$ cat config.mk
export PLATFORM = sky130hd
export DESIGN_NAME = ionc_regs
export DESIGN_NICKNAME = d
export VERILOG_FILES = /design/src/shared/ionc_pkg.sv /design/src/shared/ionc_cmd_if.sv /design/src/hdl/ionc_cmd_seq.sv /design/src/hdl/ionc_regs.sv
export SDC_FILE = /design/constraint.sdc
export NUM_CORES = 1
export LEC_CHECK = 0
export BUFFER_PORTS_ARGS = -buffer_cell sky130_fd_sc_hd__buf_4
export CAP_MARGIN = 20
export CORE_MARGIN = 2
export CORE_UTILIZATION = 45
export DETAILED_ROUTE_END_ITERATION = 10
export PLACE_DENSITY = 0.69
export SKIP_LAST_GASP = 1
export SLEW_MARGIN = 25
export SYNTH_ARGS = -nofsm -noshare
export SYNTH_HDL_FRONTEND = slang
export SYNTH_SLANG_ARGS = --single-unit
$ cat constraint.sdc
create_clock -name clk -period 8.09 [get_ports clk]
set_clock_uncertainty 0.1 [all_clocks]
set_input_delay 0.809 -clock clk [delete_from_list [all_inputs] [get_ports clk]]
set_output_delay 0.809 -clock clk [all_outputs]
set_load 0.1 [all_outputs]
$ cat src/shared/ionc_pkg.sv
// Package: map, encodings and sequencer types of the inertial output and command registers
// Contract
// - Accel x, y, z read-only at 0x0A/0x0C/0x0E.
// - Accel signed, 1200 counts per g.
// - Mag x, y, z signed at 0x10-0x14.
// - Lowest four mag bits idle at 51.2 SPS.
// - Decimation setting activates that many low bits.
// - Pressure unsigned at 0x16, 20 ubar/count.
// - Temperature 12-bit signed, upper nibble unused.
// - Command word write-only, resets to zero.
// - Bits 7 reset, 3 flash, 1 restore, 0 bias.
// - Written one starts function, self-clears when done.
// - Frame 0xBE08 triggers nonvolatile backup.
// - Reload controls from flash before new data.
// - Read: address frame, data next frame.
// - Byte writes, low byte at even address.
package ionc_pkg;

   localparam int unsigned DATA_W       = 16;
   localparam int unsigned ADDR_W       = 7;
   localparam int unsigned FRAME_BITS   = 16;
   localparam int unsigned RW_BIT       = 15;
   localparam int unsigned TEMP_W       = 12;
   localparam int unsigned MAG_RAW_LSBS = 4;
   localparam int unsigned DEC_W        = 5;

   localparam logic [6:0] OFF_ACCEL_X  = 7'h0a;
   localparam logic [6:0] OFF_ACCEL_Y  = 7'h0c;
   localparam logic [6:0] OFF_ACCEL_Z  = 7'h0e;
   localparam logic [6:0] OFF_MAG_X    = 7'h10;
   localparam logic [6:0] OFF_MAG_Y    = 7'h12;
   localparam logic [6:0] OFF_MAG_Z    = 7'h14;
   localparam logic [6:0] OFF_PRESSURE = 7'h16;
   localparam logic [6:0] OFF_TEMP     = 7'h18;
   localparam logic [6:0] OFF_CMD_LO   = 7'h3e;
   localparam logic [6:0] OFF_CMD_HI   = 7'h3f;

   localparam int unsigned CMD_BIT_SOFT_RESET = 7;
   localparam int unsigned CMD_BIT_FLASH      = 3;
   localparam int unsigned CMD_BIT_RESTORE    = 1;
   localparam int unsigned CMD_BIT_BIAS       = 0;

   localparam logic [15:0] CMD_RESET_VAL = 16'h0000;
   localparam logic [15:0] OUT_RESET_VAL = 16'h0000;
   localparam logic [15:0] NO_DATA       = 16'h0000;
   localparam logic        PIN_IDLE      = 1'b1;

   // Encoding scales, for software that reads the words
   localparam int unsigned ACCEL_COUNTS_PER_G  = 1200;
   localparam int unsigned MAG_COUNTS_PER_MGS  = 7;
   localparam int unsigned PRESS_UBAR_PER_CNT  = 20;
   localparam real         TEMP_DEGC_PER_CNT   = 0.07386;
   localparam int          TEMP_ZERO_DEGC      = 31;

   typedef enum logic [2:0] {
      FN_BIAS, FN_RESTORE, FN_FLASH, FN_RELOAD, FN_RESET
   } ionc_func_t;
   localparam int unsigned FUNC_N = 5;

   typedef enum logic {S_IDLE, S_RUN} ionc_seq_t;

endpackage : ionc_pkg

$ cat src/shared/ionc_cmd_if.sv
// Interface: command byte writes and update hold between register file and sequencer
`timescale 1ns/1ps
interface ionc_cmd_if;
   logic       wr_lo;
   logic [7:0] wr_data;
   logic       hold;
   modport regs (output wr_lo, output wr_data, input hold);
   modport seq  (input wr_lo, input wr_data, output hold);
endinterface : ionc_cmd_if

$ cat src/hdl/ionc_cmd_seq.sv
// Module: self-clearing global command bits and their one-at-a-time sequencer
`timescale 1ns/1ps
module ionc_cmd_seq (
   input  wire logic                           clk,
   input  wire logic                           rst_n,
   ionc_cmd_if.seq                             cmd,
   input  wire logic                           func_done,
   output logic      [ionc_pkg::FUNC_N-1:0]    func_start
);
   logic [ionc_pkg::FUNC_N-1:0] pend_q;
   logic [ionc_pkg::FUNC_N-1:0] pend_d;
   logic [ionc_pkg::FUNC_N-1:0] set_vec;
   logic [ionc_pkg::FUNC_N-1:0] clr_vec;
   ionc_pkg::ionc_seq_t         state_q;
   ionc_pkg::ionc_func_t        cur_q;
   logic                        hold_q;
   logic                        fin;

   assign fin = (state_q == ionc_pkg::S_RUN) && func_done;

   always_comb begin
      set_vec = '0;
      clr_vec = '0;
      if (cmd.wr_lo) begin
         set_vec[ionc_pkg::FN_BIAS]    = cmd.wr_data[ionc_pkg::CMD_BIT_BIAS];
         set_vec[ionc_pkg::FN_RESTORE] = cmd.wr_data[ionc_pkg::CMD_BIT_RESTORE];
         set_vec[ionc_pkg::FN_FLASH]   = cmd.wr_data[ionc_pkg::CMD_BIT_FLASH];
         set_vec[ionc_pkg::FN_RESET]   = cmd.wr_data[ionc_pkg::CMD_BIT_SOFT_RESET];
      end
      if (fin) begin
         clr_vec[cur_q] = 1'b1;
         if (cur_q == ionc_pkg::FN_FLASH) begin
            set_vec[ionc_pkg::FN_RELOAD] = 1'b1;
         end
      end
      // A set in the clearing cycle wins
      pend_d = (pend_q & ~clr_vec) | set_vec;
   end

   always_ff @(posedge clk or negedge rst_n) begin
      if (!rst_n) begin
         pend_q <= '0;
         hold_q <= 1'b0;
      end else begin
         pend_q <= pend_d;
         hold_q <= pend_d[ionc_pkg::FN_FLASH] | pend_d[ionc_pkg::FN_RELOAD];
      end
   end

   // Reset first, then the reload that must finish before new data
   always_ff @(posedge clk or negedge rst_n) begin
      if (!rst_n) begin
         state_q    <= ionc_pkg::S_IDLE;
         cur_q      <= ionc_pkg::FN_BIAS;
         func_start <= '0;
      end else begin
         func_start <= '0;
         case (state_q)
            ionc_pkg::S_IDLE: begin
               if (|pend_q) begin
                  state_q <= ionc_pkg::S_RUN;
                  if (pend_q[ionc_pkg::FN_RESET]) cur_q <= ionc_pkg::FN_RESET;
                  else if (pend_q[ionc_pkg::FN_RELOAD]) cur_q <= ionc_pkg::FN_RELOAD;
                  else if (pend_q[ionc_pkg::FN_BIAS]) cur_q <= ionc_pkg::FN_BIAS;
                  else if (pend_q[ionc_pkg::FN_RESTORE]) cur_q <= ionc_pkg::FN_RESTORE;
                  else cur_q <= ionc_pkg::FN_FLASH;
                  if (pend_q[ionc_pkg::FN_RESET]) func_start[ionc_pkg::FN_RESET] <= 1'b1;
                  else if (pend_q[ionc_pkg::FN_RELOAD]) func_start[ionc_pkg::FN_RELOAD] <= 1'b1;
                  else if (pend_q[ionc_pkg::FN_BIAS]) func_start[ionc_pkg::FN_BIAS] <= 1'b1;
                  else if (pend_q[ionc_pkg::FN_RESTORE]) func_start[ionc_pkg::FN_RESTORE] <= 1'b1;
                  else func_start[ionc_pkg::FN_FLASH] <= 1'b1;
               end
            end
            ionc_pkg::S_RUN: begin
               if (func_done) state_q <= ionc_pkg::S_IDLE;
            end
            default: state_q <= ionc_pkg::S_IDLE;
         endcase
      end
   end

   assign cmd.hold = hold_q;
endmodule : ionc_cmd_seq

$ cat src/hdl/ionc_regs.sv
// Module: serial-accessed sensor output registers and global command register
`timescale 1ns/1ps
module ionc_regs #(
   parameter int unsigned MAG_IDLE_LSBS = ionc_pkg::MAG_RAW_LSBS
) (
   input  wire logic                              clk,
   input  wire logic                              nrst,
   input  wire logic                              sclk,
   input  wire logic                              cs_n,
   input  wire logic                              mosi,
   output logic                                   miso,
   output logic                                   miso_oe,
   input  wire logic                              sample_strobe,
   input  wire logic [ionc_pkg::DATA_W-1:0]       accel_x_in,
   input  wire logic [ionc_pkg::DATA_W-1:0]       accel_y_in,
   input  wire logic [ionc_pkg::DATA_W-1:0]       accel_z_in,
   input  wire logic [ionc_pkg::DATA_W-1:0]       magfield_x_in,
   input  wire logic [ionc_pkg::DATA_W-1:0]       magfield_y_in,
   input  wire logic [ionc_pkg::DATA_W-1:0]       magfield_z_in,
   input  wire logic [ionc_pkg::DATA_W-1:0]       pressure_in,
   input  wire logic [ionc_pkg::TEMP_W-1:0]       temp_in,
   input  wire logic [ionc_pkg::DEC_W-1:0]        sample_period_decimation,
   input  wire logic                              func_done,
   output logic                                   bias_corr_start,
   output logic                                   cal_restore_start,
   output logic                                   flash_backup_start,
   output logic                                   flash_reload_start,
   output logic                                   soft_reset_start,
   output logic                                   updates_held
);
   initial begin
      if (MAG_IDLE_LSBS == 0 || MAG_IDLE_LSBS > 15) begin
         $error("MAG_IDLE_LSBS must be 1 to 15");
      end
   end

   localparam int unsigned DW = ionc_pkg::DATA_W;

   // Reset release and pin synchronisers
   logic rst_s1_q, rst_n_q;
   logic sclk_s1_q, sclk_s2_q, sclk_s3_q;
   logic cs_s1_q, cs_s2_q, cs_s3_q;
   logic mosi_s1_q, mosi_s2_q;

   always_ff @(posedge clk or negedge nrst) begin
      if (!nrst) begin
         rst_s1_q <= 1'b0;
         rst_n_q  <= 1'b0;
      end else begin
         rst_s1_q <= 1'b1;
         rst_n_q  <= rst_s1_q;
      end
   end

   always_ff @(posedge clk or negedge rst_n_q) begin
      if (!rst_n_q) begin
         sclk_s1_q <= ionc_pkg::PIN_IDLE;
         sclk_s2_q <= ionc_pkg::PIN_IDLE;
         sclk_s3_q <= ionc_pkg::PIN_IDLE;
         cs_s1_q   <= ionc_pkg::PIN_IDLE;
         cs_s2_q   <= ionc_pkg::PIN_IDLE;
         cs_s3_q   <= ionc_pkg::PIN_IDLE;
         mosi_s1_q <= 1'b0;
         mosi_s2_q <= 1'b0;
      end else begin
         sclk_s1_q <= sclk;
         sclk_s2_q <= sclk_s1_q;
         sclk_s3_q <= sclk_s2_q;
         cs_s1_q   <= cs_n;
         cs_s2_q   <= cs_s1_q;
         cs_s3_q   <= cs_s2_q;
         mosi_s1_q <= mosi;
         mosi_s2_q <= mosi_s1_q;
      end
   end

   logic sclk_rise, sclk_fall, cs_fall, sel;
   assign sel       = !cs_s2_q;
   assign sclk_rise = sel && sclk_s2_q && !sclk_s3_q;
   assign sclk_fall = sel && !sclk_s2_q && sclk_s3_q;
   assign cs_fall   = !cs_s2_q && cs_s3_q;

   // Output registers
   logic [DW-1:0] accel_x_q, accel_y_q, accel_z_q;
   logic [DW-1:0] mag_x_q, mag_y_q, mag_z_q;
   logic [DW-1:0] pressure_q, temp_q;
   logic [DW-1:0] mag_mask;
   ionc_cmd_if    cmd ();

   // Each decimation step wakes one more of the idle low bits
   function automatic logic [DW-1:0] mag_keep(input logic [ionc_pkg::DEC_W-1:0] dec);
      logic [DW-1:0] m;
      m = '1;
      for (int i = 0; i < MAG_IDLE_LSBS; i++) begin
         if (i + 32'(dec) < MAG_IDLE_LSBS) m[i] = 1'b0;
      end
      return m;
   endfunction : mag_keep

   assign mag_mask = mag_keep(sample_period_decimation);

   // All eight words load on one strobe, so no read mixes two samples
   always_ff @(posedge clk or negedge rst_n_q) begin
      if (!rst_n_q) begin
         accel_x_q  <= ionc_pkg::OUT_RESET_VAL;
         accel_y_q  <= ionc_pkg::OUT_RESET_VAL;
         accel_z_q  <= ionc_pkg::OUT_RESET_VAL;
         mag_x_q    <= ionc_pkg::OUT_RESET_VAL;
         mag_y_q    <= ionc_pkg::OUT_RESET_VAL;
         mag_z_q    <= ionc_pkg::OUT_RESET_VAL;
         pressure_q <= ionc_pkg::OUT_RESET_VAL;
         temp_q     <= ionc_pkg::OUT_RESET_VAL;
      end else if (sample_strobe && !cmd.hold) begin
         accel_x_q  <= accel_x_in;
         accel_y_q  <= accel_y_in;
         accel_z_q  <= accel_z_in;
         mag_x_q    <= magfield_x_in & mag_mask;
         mag_y_q    <= magfield_y_in & mag_mask;
         mag_z_q    <= magfield_z_in & mag_mask;
         pressure_q <= pressure_in;
         temp_q     <= {{(DW - ionc_pkg::TEMP_W){1'b0}}, temp_in};
      end
   end

   // Odd addresses name the upper byte of the same word
   function automatic logic [DW-1:0] read_word(input logic [ionc_pkg::ADDR_W-1:0] a);
      logic [ionc_pkg::ADDR_W-1:0] w;
      w = {a[ionc_pkg::ADDR_W-1:1], 1'b0};
      case (w)
         ionc_pkg::OFF_ACCEL_X:  read_word = accel_x_q;
         ionc_pkg::OFF_ACCEL_Y:  read_word = accel_y_q;
         ionc_pkg::OFF_ACCEL_Z:  read_word = accel_z_q;
         ionc_pkg::OFF_MAG_X:    read_word = mag_x_q;
         ionc_pkg::OFF_MAG_Y:    read_word = mag_y_q;
         ionc_pkg::OFF_MAG_Z:    read_word = mag_z_q;
         ionc_pkg::OFF_PRESSURE: read_word = pressure_q;
         ionc_pkg::OFF_TEMP:     read_word = temp_q;
         ionc_pkg::OFF_CMD_LO:   read_word = ionc_pkg::NO_DATA;
         default:                read_word = ionc_pkg::NO_DATA;
      endcase
   endfunction : read_word

   // Serial frame engine, clock idles high, sample on rise, shift on fall
   logic [4:0]    bit_cnt_q;
   logic [DW-1:0] rx_q, tx_q, rd_word_q;
   logic [DW-1:0] frame;
   logic          frame_done;
   logic          miso_q, miso_oe_q;
   logic          wr_lo_q;
   logic [7:0]    wr_data_q;

   assign frame      = {rx_q[DW-2:0], mosi_s2_q};
   assign frame_done = sclk_rise && (bit_cnt_q == 5'(ionc_pkg::FRAME_BITS - 1));

   always_ff @(posedge clk or negedge rst_n_q) begin
      if (!rst_n_q) begin
         bit_cnt_q <= '0;
         rx_q      <= '0;
      end else if (!sel) begin
         bit_cnt_q <= '0; // Partial frames are dropped
      end else if (sclk_rise) begin
         rx_q      <= frame;
         bit_cnt_q <= frame_done ? 5'd0 : bit_cnt_q + 5'd1;
      end
   end

   // Word is snapshotted at request time and shifted out next frame
   always_ff @(posedge clk or negedge rst_n_q) begin
      if (!rst_n_q) begin
         rd_word_q <= ionc_pkg::NO_DATA;
         tx_q      <= ionc_pkg::NO_DATA;
      end else if (frame_done) begin
         rd_word_q <= frame[ionc_pkg::RW_BIT] ? ionc_pkg::NO_DATA
                                              : read_word(frame[14:8]);
         tx_q      <= frame[ionc_pkg::RW_BIT] ? ionc_pkg::NO_DATA
                                              : read_word(frame[14:8]);
      end else if (cs_fall) begin
         tx_q <= rd_word_q;
      end else if (sclk_fall) begin
         tx_q <= {tx_q[DW-2:0], 1'b0};
      end
   end

   always_ff @(posedge clk or negedge rst_n_q) begin
      if (!rst_n_q) begin
         miso_q    <= 1'b0;
         miso_oe_q <= 1'b0;
      end else begin
         miso_oe_q <= sel;
         if (sclk_fall) miso_q <= tx_q[DW-1];
      end
   end

   // Byte writes, only the low command byte has any function
   always_ff @(posedge clk or negedge rst_n_q) begin
      if (!rst_n_q) begin
         wr_lo_q   <= 1'b0;
         wr_data_q <= ionc_pkg::CMD_RESET_VAL[7:0];
      end else begin
         wr_lo_q <= frame_done && frame[ionc_pkg::RW_BIT]
                    && frame[14:8] == ionc_pkg::OFF_CMD_LO;
         if (frame_done) wr_data_q <= frame[7:0];
      end
   end

   assign cmd.wr_lo   = wr_lo_q;
   assign cmd.wr_data = wr_data_q;

   logic [ionc_pkg::FUNC_N-1:0] func_start;

   ionc_cmd_seq u_seq (
      .clk        (clk),
      .rst_n      (rst_n_q),
      .cmd        (cmd.seq),
      .func_done  (func_done),
      .func_start (func_start)
   );

   assign miso               = miso_q;
   assign miso_oe            = miso_oe_q;
   assign bias_corr_start    = func_start[ionc_pkg::FN_BIAS];
   assign cal_restore_start  = func_start[ionc_pkg::FN_RESTORE];
   assign flash_backup_start = func_start[ionc_pkg::FN_FLASH];
   assign flash_reload_start = func_start[ionc_pkg::FN_RELOAD];
   assign soft_reset_start   = func_start[ionc_pkg::FN_RESET];
   assign updates_held       = cmd.hold;
endmodule : ionc_regs

-- Word level (Yosys, flattened, before mapping)
Index checks and enable logic that the tools add are counted.
- $add $sub $neg: 4
- reductions and logical operators: 20
- eq/ne operators: 11
- $lt $le $gt $ge: 6
- bitwise operators: 9
- mux-type cells: 36
- operator list (cell ; number):
    $pmux W16 S8 ; 1
    $mux W16 ; 4
    $and A16 B16 Y16 ; 3
    $eq A6 B4 Y1 const B ; 5
    $mux W5 ; 6
    $eq A6 B3 Y1 const B ; 3
    $lt A6 B3 Y1 const B ; 3
    $mux W1 ; 15
    $mux W3 ; 5
    $add A2 B5 Y6 const A ; 2
    $logic_and A1 B1 Y1 ; 11
    $eq A7 B6 Y1 const B ; 1
    $add A1 B5 Y6 const A ; 1
    $add A5 B1 Y5 const B ; 1
    $and A5 B5 Y5 ; 1
    $eq A5 B4 Y1 const B ; 1
    $lt A5 B3 Y1 const B ; 1
    $not A5 Y5 ; 1
    $or A5 B5 Y5 ; 1
    $reduce_or A5 Y1 ; 1
    $logic_not A1 Y1 ; 4
    $lt A3 B4 Y1 const B ; 1
    $mux W2 ; 2
    $mux W4 ; 1
    other kinds (9) ; 11
- flip-flop bits (word level): 212
- input bits: 136
- word-level logic and storage cells: 117
- output and inout bits: 8

-- Depth between registers and ports, before layout
Gate-level depths: netlist of run 1.
- word-level depth: 9
- gate-level depth with buffers: 8
- depth with buffers taken out: 6

-- By module
From an unflattened synthesis of run 1, not the netlist that was laid out.
- cells, all modules: 985
- area, all modules: 9411.5 µm²
- modules (own cells, without submodules) (module ; instances ; area each (µm²) ; sequential area each (µm²) ; cells an instance):
    ionc_regs ; 1 ; 8805.9 ; 4937.2 ; 930
    ionc_cmd_seq ; 1 ; 605.6 ; 375.4 ; 55

-- Least setup slack after synthesis of run 1
Ideal clock, no wire load.
- path kind: register to register
- start: reg bit_cnt_q[0]
- end: reg tx_q[15]
- arrival: 2244 ps
- setup time: 65 ps
- path buffers: 2
- period minus slack after synthesis: 2409 ps
- cell stages (with the launch flop): 9
- required time: 7925 ps
- setup slack: 5681 ps
- path through: dfrtp_1 -> ha_1 -> nand3b_4 -> or4_4 -> buf_6 -> or4_4 -> buf_6 -> a31oi_2 -> o22a_1
- cells in the longest elaborated chain, start to end: 3
- elaborated cells between the ends (all ways): 4
- those cells by class: eq/ne (1); mux (1); reduce/logical (2)
- ends and longest elaborated chain (element ; RTL line ; source):
    start: declaration ; ionc_regs.sv:144 ; logic [4:0] bit_cnt_q;
    start signal: assignment ; ionc_regs.sv:163 ; bit_cnt_q <= frame_done ? 5'd0 : bit_cnt_q + 5'd1;
    $eq A5 B4 Y1 * ; ionc_regs.sv:153 ; assign frame_done = sclk_rise && (bit_cnt_q == 5'(ionc_pkg::FRAME_BITS - 1));
    $logic_and A1 B1 Y1 * ; ionc_regs.sv:153 ;
    $reduce_bool A3 Y1 (no source line) or $mux W16 (tied branches) ; - ;
    end signal: assignment ; ionc_regs.sv:171 ; tx_q <= ionc_pkg::NO_DATA;
    end signal: assignment ; ionc_regs.sv:175 ; tx_q <= frame[ionc_pkg::RW_BIT] ? ionc_pkg::NO_DATA
    end signal: assignment ; ionc_regs.sv:178 ; tx_q <= rd_word_q;
    end: declaration ; ionc_regs.sv:145 ; logic [DW-1:0] rx_q, tx_q, rd_word_q;
Every way passes the cells marked *; elsewhere a longest branch is shown, timed or not.
A chain may end at the register's enable or synchronous reset.

-- Worst setup path in the final report of run 1
- start: reg bit_cnt_q[0]
- end: reg tx_q[9]
The elaborated chain is that of the path after synthesis.

==> metrics.log, run 1 <==
INFO  metric mostFrequentLayoutCells = sky130_fd_sc_hd__nand2_1, sky130_fd_sc_hd__dfrtp_1, sky130_fd_sc_hd__buf_4
INFO  metric route.detailed.drc = 0
INFO  metric final_count_of_negative_setup_slack_endpoints = 0
INFO  metric fp.dieH = 147 um
INFO  metric synth_compound_gate_area_share = 12.1%
INFO  metric core-area = 20200 sq um
INFO  metric finalSetupTns = 0 ps
INFO  metric fillers = 1814
INFO  metric area_delta_synth_final = 22.1%
INFO  metric synth.area.mux_share = 6.57%
INFO  metric final_layout_size_suffix_gt1_share = 23.5%
INFO  metric antenna_found_initial = 0
INFO  metric hold_path_depth = 0
INFO  metric final_hold_viol_count = 0
INFO  metric cp_required = 8420 ps
INFO  metric synth_cells = 958
INFO  metric synth_adder_area_share = 0.408%
INFO  metric global_route.overflow_total = 0
INFO  metric utilization = 55.7%
INFO  metric die_x = 147 um
INFO  metric post_drt_wl_per_cell = 16.9 um
INFO  metric cts_hold_buf = 1
INFO  metric regToRegEndpoint = tx_q[9]
INFO  metric switching_share = 33.3%
INFO  metric arrival = 3150 ps
INFO  metric synth-seq-area-share = 56.7%
INFO  metric synth_fp_nets = 1097
INFO  metric drv_slew = 0
INFO  metric status = finished, final reports clean
INFO  metric slew_hr = 33.8%
INFO  metric drt-total-wl = 23100 um
INFO  metric initial_core_util = 45.6%
INFO  metric power_per_cell_area = 310 nW/um^2
INFO  metric io_pins = 144
INFO  metric die-area = 21600 sq um
INFO  metric routed-via-count = 7236
INFO  metric fp-row-count = 52
INFO  metric total_switching_power = 1.16 mW
INFO  metric synth_top_family_by_area = simple AND/OR/NAND/NOR gates
INFO  metric drtIter0Drc = 513
INFO  metric postSynth.asyncResetShare = 100%
INFO  metric fmax = 354 MHz
INFO  metric hold_path_startpoint = mosi_s1_q
INFO  metric post_synth_num_cell_types = 57
INFO  metric track_usage = 21.7%
INFO  metric timing.final.crit_period = 2820 ps
INFO  metric cp-start-kind = register
INFO  metric cts_h_tree_depth = 1
INFO  metric setup.worst_path.end_class = register
INFO  metric synthesis.area_per_instance = 9.60 sq um
INFO  metric hold_path_end = mosi_s2_q
INFO  metric worst_r2r_startpoint = bit_cnt_q[0]
INFO  metric cts-root-to-sink-buffers = 3
INFO  metric grt_first_pass_wirelength = 37900 um
INFO  metric route.detailed.vias_per_inst = 5.29
INFO  metric gpl.final_weighted_congestion = 0.789
INFO  metric total_leakage_power = 5.64 nW
INFO  metric netlist_area = 9190 sq um
INFO  metric worst-slew-pin-transition = 993 ps
INFO  metric clkSlewWorstSetupHoldPaths = 60 ps
INFO  metric drt-pass1-iter-count = 5
INFO  metric placement.io_buffers = 143
INFO  metric drtAntennaViolNets = 0
INFO  metric fin_nets = 1219
INFO  metric dominantRegCellSynth = sky130_fd_sc_hd__dfrtp_1
INFO  metric critPathKind = reg -> reg
INFO  metric clkSinkCount = 208
INFO  metric worstHoldPathType = reg -> reg
INFO  metric first_global_vias = 7349
INFO  metric ys_ff_latch = 208
INFO  metric power_frac_seq = 46.4%
INFO  metric antenna-diode-count = 0
INFO  metric post_cts.resized_instances = 0
INFO  metric post_synth_edffs = 0
INFO  metric path_max_fanout = 27
INFO  metric synthesis.yosys.warnings = 0
INFO  metric rsz_0062_raised_after_global_routing = no
INFO  metric post-cts-setup-buffers = 0
INFO  metric largest_net_degree_at_the_start_of_global_routing = 150
INFO  metric synth_xor_xnor_area_share = 0.191%
INFO  metric mostFrequentLayoutCell = sky130_fd_sc_hd__nand2_1
INFO  metric ir_drop = 0.162 mV
INFO  metric cts_buffers = 23
INFO  metric regToRegSetupSlack = 5270 ps
INFO  metric clockPowerShare = 28.3%
INFO  metric clkLatencyLatePin = 520 ps
INFO  metric max_cap_viols = 0
INFO  metric min_period_over_period = 34.9%
INFO  metric reg2reg_depth = 6
INFO  metric cts.root.buffer_cell = sky130_fd_sc_hd__clkbuf_16
INFO  metric share_comb_of_total_power = 25.3%
INFO  metric yosys.area_share.simple = 21.2%
INFO  metric p_int = 2.33 mW
INFO  metric hpwlAfterDp = 15600 um
INFO  metric cts_tree = yes
## state kept, by name (all words and copies together), names as in the netlist, 12 cells and up
signal	cells
rd_word_q	16
temp_q	12
mag_y_q	16
accel_z_q	16
accel_x_q	16
tx_q	16
rx_q	15
pressure_q	16
accel_y_q	16
mag_z_q	16
mag_x_q	16
## power groups by stage
stage	Combinational (mW)	Clock [mW]	Sequential [mW]
finish	0.881	0.987	1.62
detailed placement	0.883	0	1.63
global route	0.992	1.05	1.66
global placement	0.863	0	1.62
CTS	0.891	1.00	1.62
floorplan	0.587	0	1.63
## final cells by class
| class | instances | area, sq um | area share [%] |
|---|---|---|---|
| Clock inverter | 7 | 50.0 | 0.446 |
| Inverter | 6 | 22.5 | 0.201 |
| Sequential cell | 208 | 5220 | 46.5 |
| Clock buffer | 35 | 671 | 5.97 |
| Timing Repair Buffer | 155 | 1180 | 10.5 |
| Multi-Input combinational cell | 686 | 3750 | 33.4 |
| Tap cell | 270 | 338 | 3.01 |
## through the flow
stage          area [sq um]  power [mW]  setup WS, ps  instances  hold slack, ps
2_1_floorplan          9190        2.21          1780        958             231
3_3_place_gp          10500        2.49          5320       1324             239
3_5_place_dp          10500        2.52          5290       1324             243
4_1_cts               11200        3.51          5290       1367             256
5_1_grt               11200        3.70          5230       1367             258
6_report              11200        3.49          5270       1367             252
## routing by layer
layer  wire (um)  global-route usage (%)  up-vias
met5           0                       0        -
met4         678                    6.35        0
met3        1280                    3.57       49
li1            -                       -     3461
met1       10500                    31.1     3512
met2       10600                    34.4      214
## worst max-delay path by stage
stage,endpoint,startpoint,slack [ps]
4_1_cts,tx_q[9],bit_cnt_q[0],5290
3_3_place_gp,mag_y_q[1],sample_strobe,5320
5_1_grt,tx_q[9],bit_cnt_q[0],5230
6_report,tx_q[9],bit_cnt_q[0],5270
3_5_place_dp,mag_y_q[1],sample_strobe,5290
2_1_floorplan,accel_x_q[0],rst_n_q,1780
## Yosys cell counts, types with 8 or more instances
| master | number | area (sq um) |
|---|---|---|
| sky130_fd_sc_hd__a211oi_1 | 8 | 60.1 |
| sky130_fd_sc_hd__a21o_1 | 18 | 135 |
| sky130_fd_sc_hd__a21oi_1 | 23 | 115 |
| sky130_fd_sc_hd__a22o_1 | 18 | 158 |
| sky130_fd_sc_hd__a22oi_1 | 11 | 82.6 |
| sky130_fd_sc_hd__a31oi_1 | 19 | 119 |
| sky130_fd_sc_hd__buf_1 | 8 | 30.0 |
| sky130_fd_sc_hd__clkbuf_1 | 47 | 176 |
| sky130_fd_sc_hd__dfrtp_1 | 202 | 5050 |
| sky130_fd_sc_hd__mux2_2 | 37 | 417 |
| sky130_fd_sc_hd__mux2i_1 | 12 | 120 |
| sky130_fd_sc_hd__nand2_1 | 413 | 1550 |
| sky130_fd_sc_hd__nor2_1 | 15 | 56.3 |
| sky130_fd_sc_hd__o21ai_0 | 13 | 65.1 |
| sky130_fd_sc_hd__o22a_1 | 16 | 140 |
## critical path, cell delays in order, from the launching register on
cell	delay [ps]
sky130_fd_sc_hd__dfrtp_1	400
sky130_fd_sc_hd__ha_1	220
sky130_fd_sc_hd__nand3b_4	110
sky130_fd_sc_hd__or4_4	680
sky130_fd_sc_hd__or4_4	710
sky130_fd_sc_hd__a31oi_1	330
sky130_fd_sc_hd__o22a_1	200
## logic make-up after synthesis
kind of cell               count (synthesis)
adders and majority gates                  3
buffers and inverters                     64
AOI/OAI and AO/OA                        153
and+or+nand+nor                          475
muxes                                     52
DFF                                      208
xor gates and xnor gates                   2
other                                      1
No activity file was read; power rests on OpenSTA's default activity.
==> run 2, diff against run 1 <==
==> constraint.sdc (replaced) <==
create_clock -name clk -period 2.8 [get_ports clk]
set_clock_uncertainty 0.1 [all_clocks]
set_input_delay 0.28 -clock clk [delete_from_list [all_inputs] [get_ports clk]]
set_output_delay 0.28 -clock clk [all_outputs]
set_load 0.1 [all_outputs]
==> metrics.log, run 2 (synthesized netlist as in run 1, its figures left out) <==
INFO  metric place_area = 10600 sq um (was 10500 sq um)
INFO  metric first_global_vias = 8357 (was 7349)
INFO  metric drv_slew = 0 (unchanged)
INFO  metric finalNonFillerCells = 1510 (was 1367)
INFO  metric fmax = 385 MHz (was 354 MHz)
INFO  metric arrival = 2960 ps (was 3150 ps)
INFO  metric drt-pass1-iter-count = 5 (unchanged)
INFO  metric finalSetupTns = 0 ps (unchanged)
INFO  metric timing.final.crit_period = 2590 ps (was 2820 ps)
INFO  metric path_max_fanout = 13 (was 27)
INFO  metric mostFrequentLayoutCells = sky130_fd_sc_hd__nand2_1, sky130_fd_sc_hd__dfrtp_1, sky130_fd_sc_hd__buf_4 (unchanged)
INFO  metric antenna_found_initial = 0 (unchanged)
INFO  metric critPathKind = reg -> reg (unchanged)
INFO  metric clkLatencyLatePin = 530 ps (was 520 ps)
INFO  metric finalPower = 10.6 mW (was 3.49 mW)
INFO  metric placement.io_buffers = 143 (unchanged)
INFO  metric post_drt_wl_per_cell = 17.3 um (was 16.9 um)
INFO  metric gpl.final_weighted_congestion = 0.849 (was 0.789)
INFO  metric total_leakage_power = 6.28 nW (was 5.64 nW)
INFO  metric critical_path.endpoint = tx_q[5] (was tx_q[9])
INFO  metric drtIter0Drc = 482 (was 513)
INFO  metric regToRegSetupSlack = 210 ps (was 5270 ps)
INFO  metric cts_h_tree_depth = 1 (unchanged)
INFO  metric grt_first_pass_wirelength = 42800 um (was 37900 um)
INFO  metric status = finished, final reports clean (unchanged)
INFO  metric area_delta_synth_final = 38.2% (was 22.1%)
INFO  metric cts-root-to-sink-buffers = 3 (unchanged)
INFO  metric fillers = 1636 (was 1814)
INFO  metric fp.dieH = 147 um (unchanged)
INFO  metric regToRegEndpoint = tx_q[5] (was tx_q[9])
INFO  metric cts.root.buffer_cell = sky130_fd_sc_hd__clkbuf_16 (unchanged)
INFO  metric route.detailed.drc = 0 (unchanged)
INFO  metric worst-slew-pin-transition = 608 ps (was 993 ps)
INFO  metric track_usage = 24.7% (was 21.7%)
INFO  metric fp-row-count = 52 (unchanged)
INFO  metric cts_tree = yes (unchanged)
INFO  metric slew_hr = 59.5% (was 33.8%)
INFO  metric mostFrequentLayoutCell = sky130_fd_sc_hd__nand2_1 (unchanged)
INFO  metric die_x = 147 um (unchanged)
INFO  metric max_cap_viols = 0 (unchanged)
INFO  metric post_cts.resized_instances = 0 (unchanged)
INFO  metric routed-via-count = 7998 (was 7236)
INFO  metric global_route.overflow_total = 0 (unchanged)
INFO  metric clkSinkCount = 208 (unchanged)
INFO  metric worstHoldPathType = in -> reg (was reg -> reg)
INFO  metric fin_nets = 1362 (was 1219)
INFO  metric cp-start-kind = register (unchanged)
INFO  metric initial_core_util = 45.6% (unchanged)
INFO  metric route.detailed.vias_per_inst = 5.30 (was 5.29)
INFO  metric crit_path_start = bit_cnt_q[0] (unchanged)
INFO  metric setup.worst_path.end_class = register (unchanged)
INFO  metric drtAntennaViolNets = 0 (unchanged)
INFO  metric rsz_0062_raised_after_global_routing = no (unchanged)
INFO  metric io_pins = 144 (unchanged)
INFO  metric core-area = 20200 sq um (unchanged)
INFO  metric min_period_over_period = 92.7% (was 34.9%)
INFO  metric worst_r2r_startpoint = bit_cnt_q[0] (unchanged)
INFO  metric largest_net_degree_at_the_start_of_global_routing = 118 (was 150)
INFO  metric final_layout_size_suffix_gt1_share = 21.9% (was 23.5%)
INFO  metric final_design_area_no_fill = 12700 sq um (was 11200 sq um)
INFO  metric die-area = 21600 sq um (unchanged)
INFO  metric final_hold_viol_count = 0 (unchanged)
INFO  metric power_per_cell_area = 831 nW/um^2 (was 310 nW/um^2)
INFO  metric cts_buffers = 23 (unchanged)
INFO  metric antenna-diode-count = 0 (unchanged)
INFO  metric final_count_of_negative_setup_slack_endpoints = 0 (unchanged)
INFO  metric numPlacedInstances = 1338 (was 1324)
INFO  metric ir_drop = 0.430 mV (was 0.162 mV)
INFO  metric utilization = 63.0% (was 55.7%)
INFO  metric drt-total-wl = 26100 um (was 23100 um)
INFO  metric cp_required = 3160 ps (was 8420 ps)
INFO  metric hpwlAfterDp = 16100 um (was 15600 um)
INFO  metric reg2reg_depth = 6 (unchanged)
INFO  metric clkSlewWorstSetupHoldPaths = 60 ps (about the same)
[run 2: cell types whose count changed in the layout (fill, tap and decap cells not counted), moves of 2 or more]
cell	before	now
sky130_fd_sc_hd__bufinv_16	0	2
sky130_fd_sc_hd__buf_4	153	164
sky130_fd_sc_hd__dlygate4sd3_1	1	130
sky130_fd_sc_hd__buf_12	1	4
[run 2: report_power, final]
part           total (mW)  switching, mW  internal (mW)
Sequential           4.70          0.673           4.02
Combinational        2.81           1.60           1.21
Clock                3.05           1.23           1.82
Total                10.6           3.50           7.05
[run 2: cell type report]
cell class / instances / area, sq um / share of cell area (%)
clock buffer: 33 / 653 / 5.14
timing repair buffer: 298 / 2610 / 20.6
sequential: 208 / 5220 / 41.1
clock inverter: 9 / 110 / 0.867
multi-input combinational: 686 / 3750 / 29.5
inverter: 6 / 22.5 / 0.177
tap: 270 / 338 / 2.66
[run 2: how the worst min path moves through the flow]
stage	end	from	slack, ps	cells after the start
finish	mag_y_q[0]	sample_period_decimation[4]	10	3
floorplan	rst_s1_q	nrst	-120	0
CTS	u_seq.state_q	func_done	1	3
global placement	rst_s1_q	nrst	-40	1
detailed placement	rst_s1_q	nrst	-40	1
global route	mag_z_q[0]	sample_period_decimation[4]	30	3
[run 2: repair_timing]
action | in CTS | in global routing
hold buffers | 130 | 0
setup buffers | 0 | 0
endpoints found under the hold margin | 129 | 0
[run 2: critical path, cell delays in order (launching register included)]
cell and delay [ps]:
sky130_fd_sc_hd__dfrtp_1 400, sky130_fd_sc_hd__ha_1 210, sky130_fd_sc_hd__nand3b_4 110, sky130_fd_sc_hd__or4_4 560, sky130_fd_sc_hd__or4_4 680, sky130_fd_sc_hd__a41oi_1 300, sky130_fd_sc_hd__o22a_1 180
[run 2: layer usage]
metal	global-route usage [%]	routed length, um
met1	31.9	10800
met2	43.1	13200
met3	3.85	1250
met4	8.08	880
met5	0	0
[run 2: per-stage QoR]
| step | worst slack [ps] | hold WS, ps |
|---|---|---|
| after floorplan | 391 | -116 |
| after global placement | 279 | -36.5 |
| after detailed placement | 222 | -35.3 |
| after CTS | 207 | 0.978 |
| after global routing | 103 | 33.7 |
| final | 205 | 11.0 |
==> run 3, diff against run 2 <==
--- a/config.mk
+++ b/config.mk
@@ -7,10 +7,12 @@
 export LEC_CHECK = 0
 export BUFFER_PORTS_ARGS = -buffer_cell sky130_fd_sc_hd__buf_4
 export CAP_MARGIN = 20
+export CORE_ASPECT_RATIO = 0.5
 export CORE_MARGIN = 2
 export CORE_UTILIZATION = 45
 export DETAILED_ROUTE_END_ITERATION = 10
 export PLACE_DENSITY = 0.69
+export SKIP_CTS_REPAIR_TIMING = 1
 export SKIP_LAST_GASP = 1
 export SLEW_MARGIN = 25
 export SYNTH_ARGS = -nofsm -noshare
==> metrics.log, run 3 (synthesized netlist as in run 1, its figures left out) <==
INFO  metric p_int = 6.75 mW (was 7.05 mW)
INFO  metric share_comb_of_total_power = 27.4% (was 26.6%)
INFO  metric die_x = 206 um (was 147 um)
INFO  metric path_common_cell = sky130_fd_sc_hd__or4_4 (unchanged)
INFO  metric cp_required = 3130 ps (was 3160 ps)
INFO  metric global_route.overflow_total = 0 (unchanged)
INFO  metric clkLatencyLatePin = 490 ps (was 530 ps)
INFO  metric cts.root.buffer_cell = sky130_fd_sc_hd__clkbuf_16 (unchanged)
INFO  metric total_leakage_power = 6.21 nW (was 6.28 nW)
INFO  metric slowest_delay = 670 ps (was 680 ps)
INFO  metric cts_tree = yes (unchanged)
INFO  metric drv_slew = 0 (unchanged)
INFO  metric io_pins = 144 (unchanged)
INFO  metric rsz_0062_raised_after_global_routing = no (unchanged)
INFO  metric final_hold_viol_count = 0 (unchanged)
INFO  metric cts-root-to-sink-buffers = 3 (unchanged)
INFO  metric switching_share = 33.1% (was 33.2%)
INFO  metric fin_nets = 1357 (was 1362)
INFO  metric fmax = 390 MHz (was 385 MHz)
INFO  metric routed-via-count = 7971 (was 7998)
INFO  metric numPlacedInstances = 1334 (was 1338)
INFO  metric arrival = 2890 ps (was 2960 ps)
INFO  metric initial_core_util = 46.6% (was 45.6%)
INFO  metric track_usage = 22.6% (was 24.7%)
INFO  metric antenna_found_initial = 1 (was 0)
INFO  metric finalSetupTns = 0 ps (unchanged)
INFO  metric core-area = 19700 sq um (was 20200 sq um)
INFO  metric finalNonFillerCells = 1495 (was 1510)
INFO  metric max_cap_viols = 0 (unchanged)
INFO  metric mostFrequentLayoutCells = sky130_fd_sc_hd__nand2_1, sky130_fd_sc_hd__dfrtp_1, sky130_fd_sc_hd__buf_4 (unchanged)
INFO  metric drt-total-wl = 26200 um (was 26100 um)
INFO  metric fillers = 1570 (was 1636)
INFO  metric crit_path_top_delay_cell = sky130_fd_sc_hd__or4_4 (unchanged)
INFO  metric clkSinkCount = 208 (unchanged)
INFO  metric final_layout_size_suffix_gt1_share = 21.6% (was 21.9%)
INFO  metric path_max_fanout = 13 (unchanged)
INFO  metric drtIter0Drc = 659 (was 482)
INFO  metric drt-pass1-iter-count = 7 (was 5)
INFO  metric status = finished, final reports clean (unchanged)
INFO  metric final_count_of_negative_setup_slack_endpoints = 0 (unchanged)
INFO  metric route.detailed.drc = 0 (unchanged)
INFO  metric timing.critical_path.cells = ha_1, nand3b_4, or4_4, or4_4, a41oi_1, o22a_1 (unchanged)
INFO  metric timing.final.crit_period = 2570 ps (was 2590 ps)
INFO  metric area_delta_synth_final = 36.6% (was 38.2%)
INFO  metric power_frac_seq = 46.5% (was 44.5%)
INFO  metric route.detailed.vias_per_inst = 5.33 (was 5.30)
INFO  metric cts_buffers = 20 (was 23)
INFO  metric placement.io_buffers = 143 (unchanged)
INFO  metric gpl.final_weighted_congestion = 0.860 (was 0.849)
INFO  metric setup.worst_path.end_class = register (unchanged)
INFO  metric worst-slew-pin-transition = 735 ps (was 608 ps)
INFO  metric fp-row-count = 36 (was 52)
INFO  metric cp-start-kind = register (unchanged)
INFO  metric power_per_cell_area = 804 nW/um^2 (was 831 nW/um^2)
INFO  metric slew_hr = 50.6% (was 59.5%)
INFO  metric hpwlAfterDp = 16900 um (was 16100 um)
INFO  metric first_global_vias = 7388 (was 8357)
INFO  metric largest_net_degree_at_the_start_of_global_routing = 74 (was 118)
INFO  metric min_period_over_period = 91.6% (was 92.7%)
INFO  metric total_switching_power = 3.34 mW (was 3.50 mW)
INFO  metric ir_drop = 0.369 mV (was 0.430 mV)
INFO  metric clkSlewWorstSetupHoldPaths = 60 ps (about the same)
INFO  metric post_drt_wl_per_cell = 17.5 um (was 17.3 um)
INFO  metric worstHoldPathType = in -> async (was in -> reg)
INFO  metric die-area = 21700 sq um (was 21600 sq um)
INFO  metric fp.dieH = 105 um (was 147 um)
INFO  metric cts_h_tree_depth = 1 (unchanged)
INFO  metric grt_first_pass_wirelength = 38700 um (was 42800 um)
INFO  metric critPathKind = reg -> reg (unchanged)
INFO  metric drtAntennaViolNets = 0 (unchanged)
INFO  metric clockPowerShare = 26.0% (was 28.9%)
INFO  metric mostFrequentLayoutCell = sky130_fd_sc_hd__nand2_1 (unchanged)
-- run 3: changes by cell type in the layout (fill, tap and decap cells not counted) --
cell | before | now
sky130_fd_sc_hd__clkinv_2 | 6 | 2
sky130_fd_sc_hd__clkbuf_1 | 6 | 3
sky130_fd_sc_hd__bufinv_16 | 2 | 0
sky130_fd_sc_hd__clkbuf_16 | 23 | 21
sky130_fd_sc_hd__clkbuf_8 | 4 | 6
sky130_fd_sc_hd__dlygate4sd3_1 | 130 | 128
sky130_fd_sc_hd__buf_12 | 4 | 5
sky130_fd_sc_hd__buf_4 | 164 | 163
sky130_fd_sc_hd__diode_2 | 0 | 1
sky130_fd_sc_hd__inv_16 | 1 | 0
-- run 3: worst paths after layout --
| check | slack [ps] | end | start | cells after the start |
|---|---|---|---|---|
| max | 230 | tx_q[6] | bit_cnt_q[0] | 6 |
| min | 10 | rst_n_q | nrst | 2 |
| max reg2reg | 230 | tx_q[6] | bit_cnt_q[0] | 6 |
| min reg2reg | 200 | accel_y_q[14] | rst_n_q | 0 |
| max in group asynchronous | 1600 | accel_y_q[1] | rst_n_q | 1 |
| min in group clk | 40 | u_seq.state_q | func_done | 3 |
-- run 3: area by class of cell --
class	instances	area, sq um	area share (%)
Antenna cell	1	2.50	0.0199
Clock buffer	30	619	4.93
Clock inverter	2	10.0	0.0797
Inverter	6	22.5	0.179
Multi-Input combinational cell	686	3750	29.9
Sequential cell	208	5220	41.5
Tap cell	266	333	2.65
Timing Repair Buffer	296	2610	20.7
-- run 3: layer usage --
layer | vias to the layer above | GRT usage (%) | wire length [um]
met5 | - | 0 | 0
met4 | 0 | 3.21 | 566
met3 | 50 | 3.90 | 1540
met2 | 258 | 35.5 | 12900
met1 | 3936 | 33.5 | 11300
li1 | 3727 | - | -
-- run 3: stage by stage --
stage                     cell area, sq um  setup slack (ps)  util, %  total power, mW  hold slack [ps]
after floorplan                       9200               391        -             6.39             -116
after global placement               10600               332     54.0             7.22            -37.0
after detailed placement             10600               263     54.0             7.32            -36.2
after CTS                            11300               241     57.1             9.96             -554
after global routing                 12600               134     63.6             10.7             16.8
final                                12600               235     63.7             10.1             10.8
-- run 3: worst max-delay path, delay by kind of cell, from the launching register on --
kind | cells | cell delay [ps]
compound gates | 2 | 480
fa+ha+maj | 1 | 220
flops | 1 | 400
simple gates | 3 | 1300
-- run 3: power groups by stage --
stage | Clock [mW] | Combinational [mW] | Sequential, mW
after global placement | 0 | 2.53 | 4.69
after floorplan | 0 | 1.70 | 4.69
final | 2.63 | 2.77 | 4.70
after CTS | 2.66 | 2.61 | 4.68
after detailed placement | 0 | 2.59 | 4.73
after global routing | 2.78 | 3.10 | 4.82
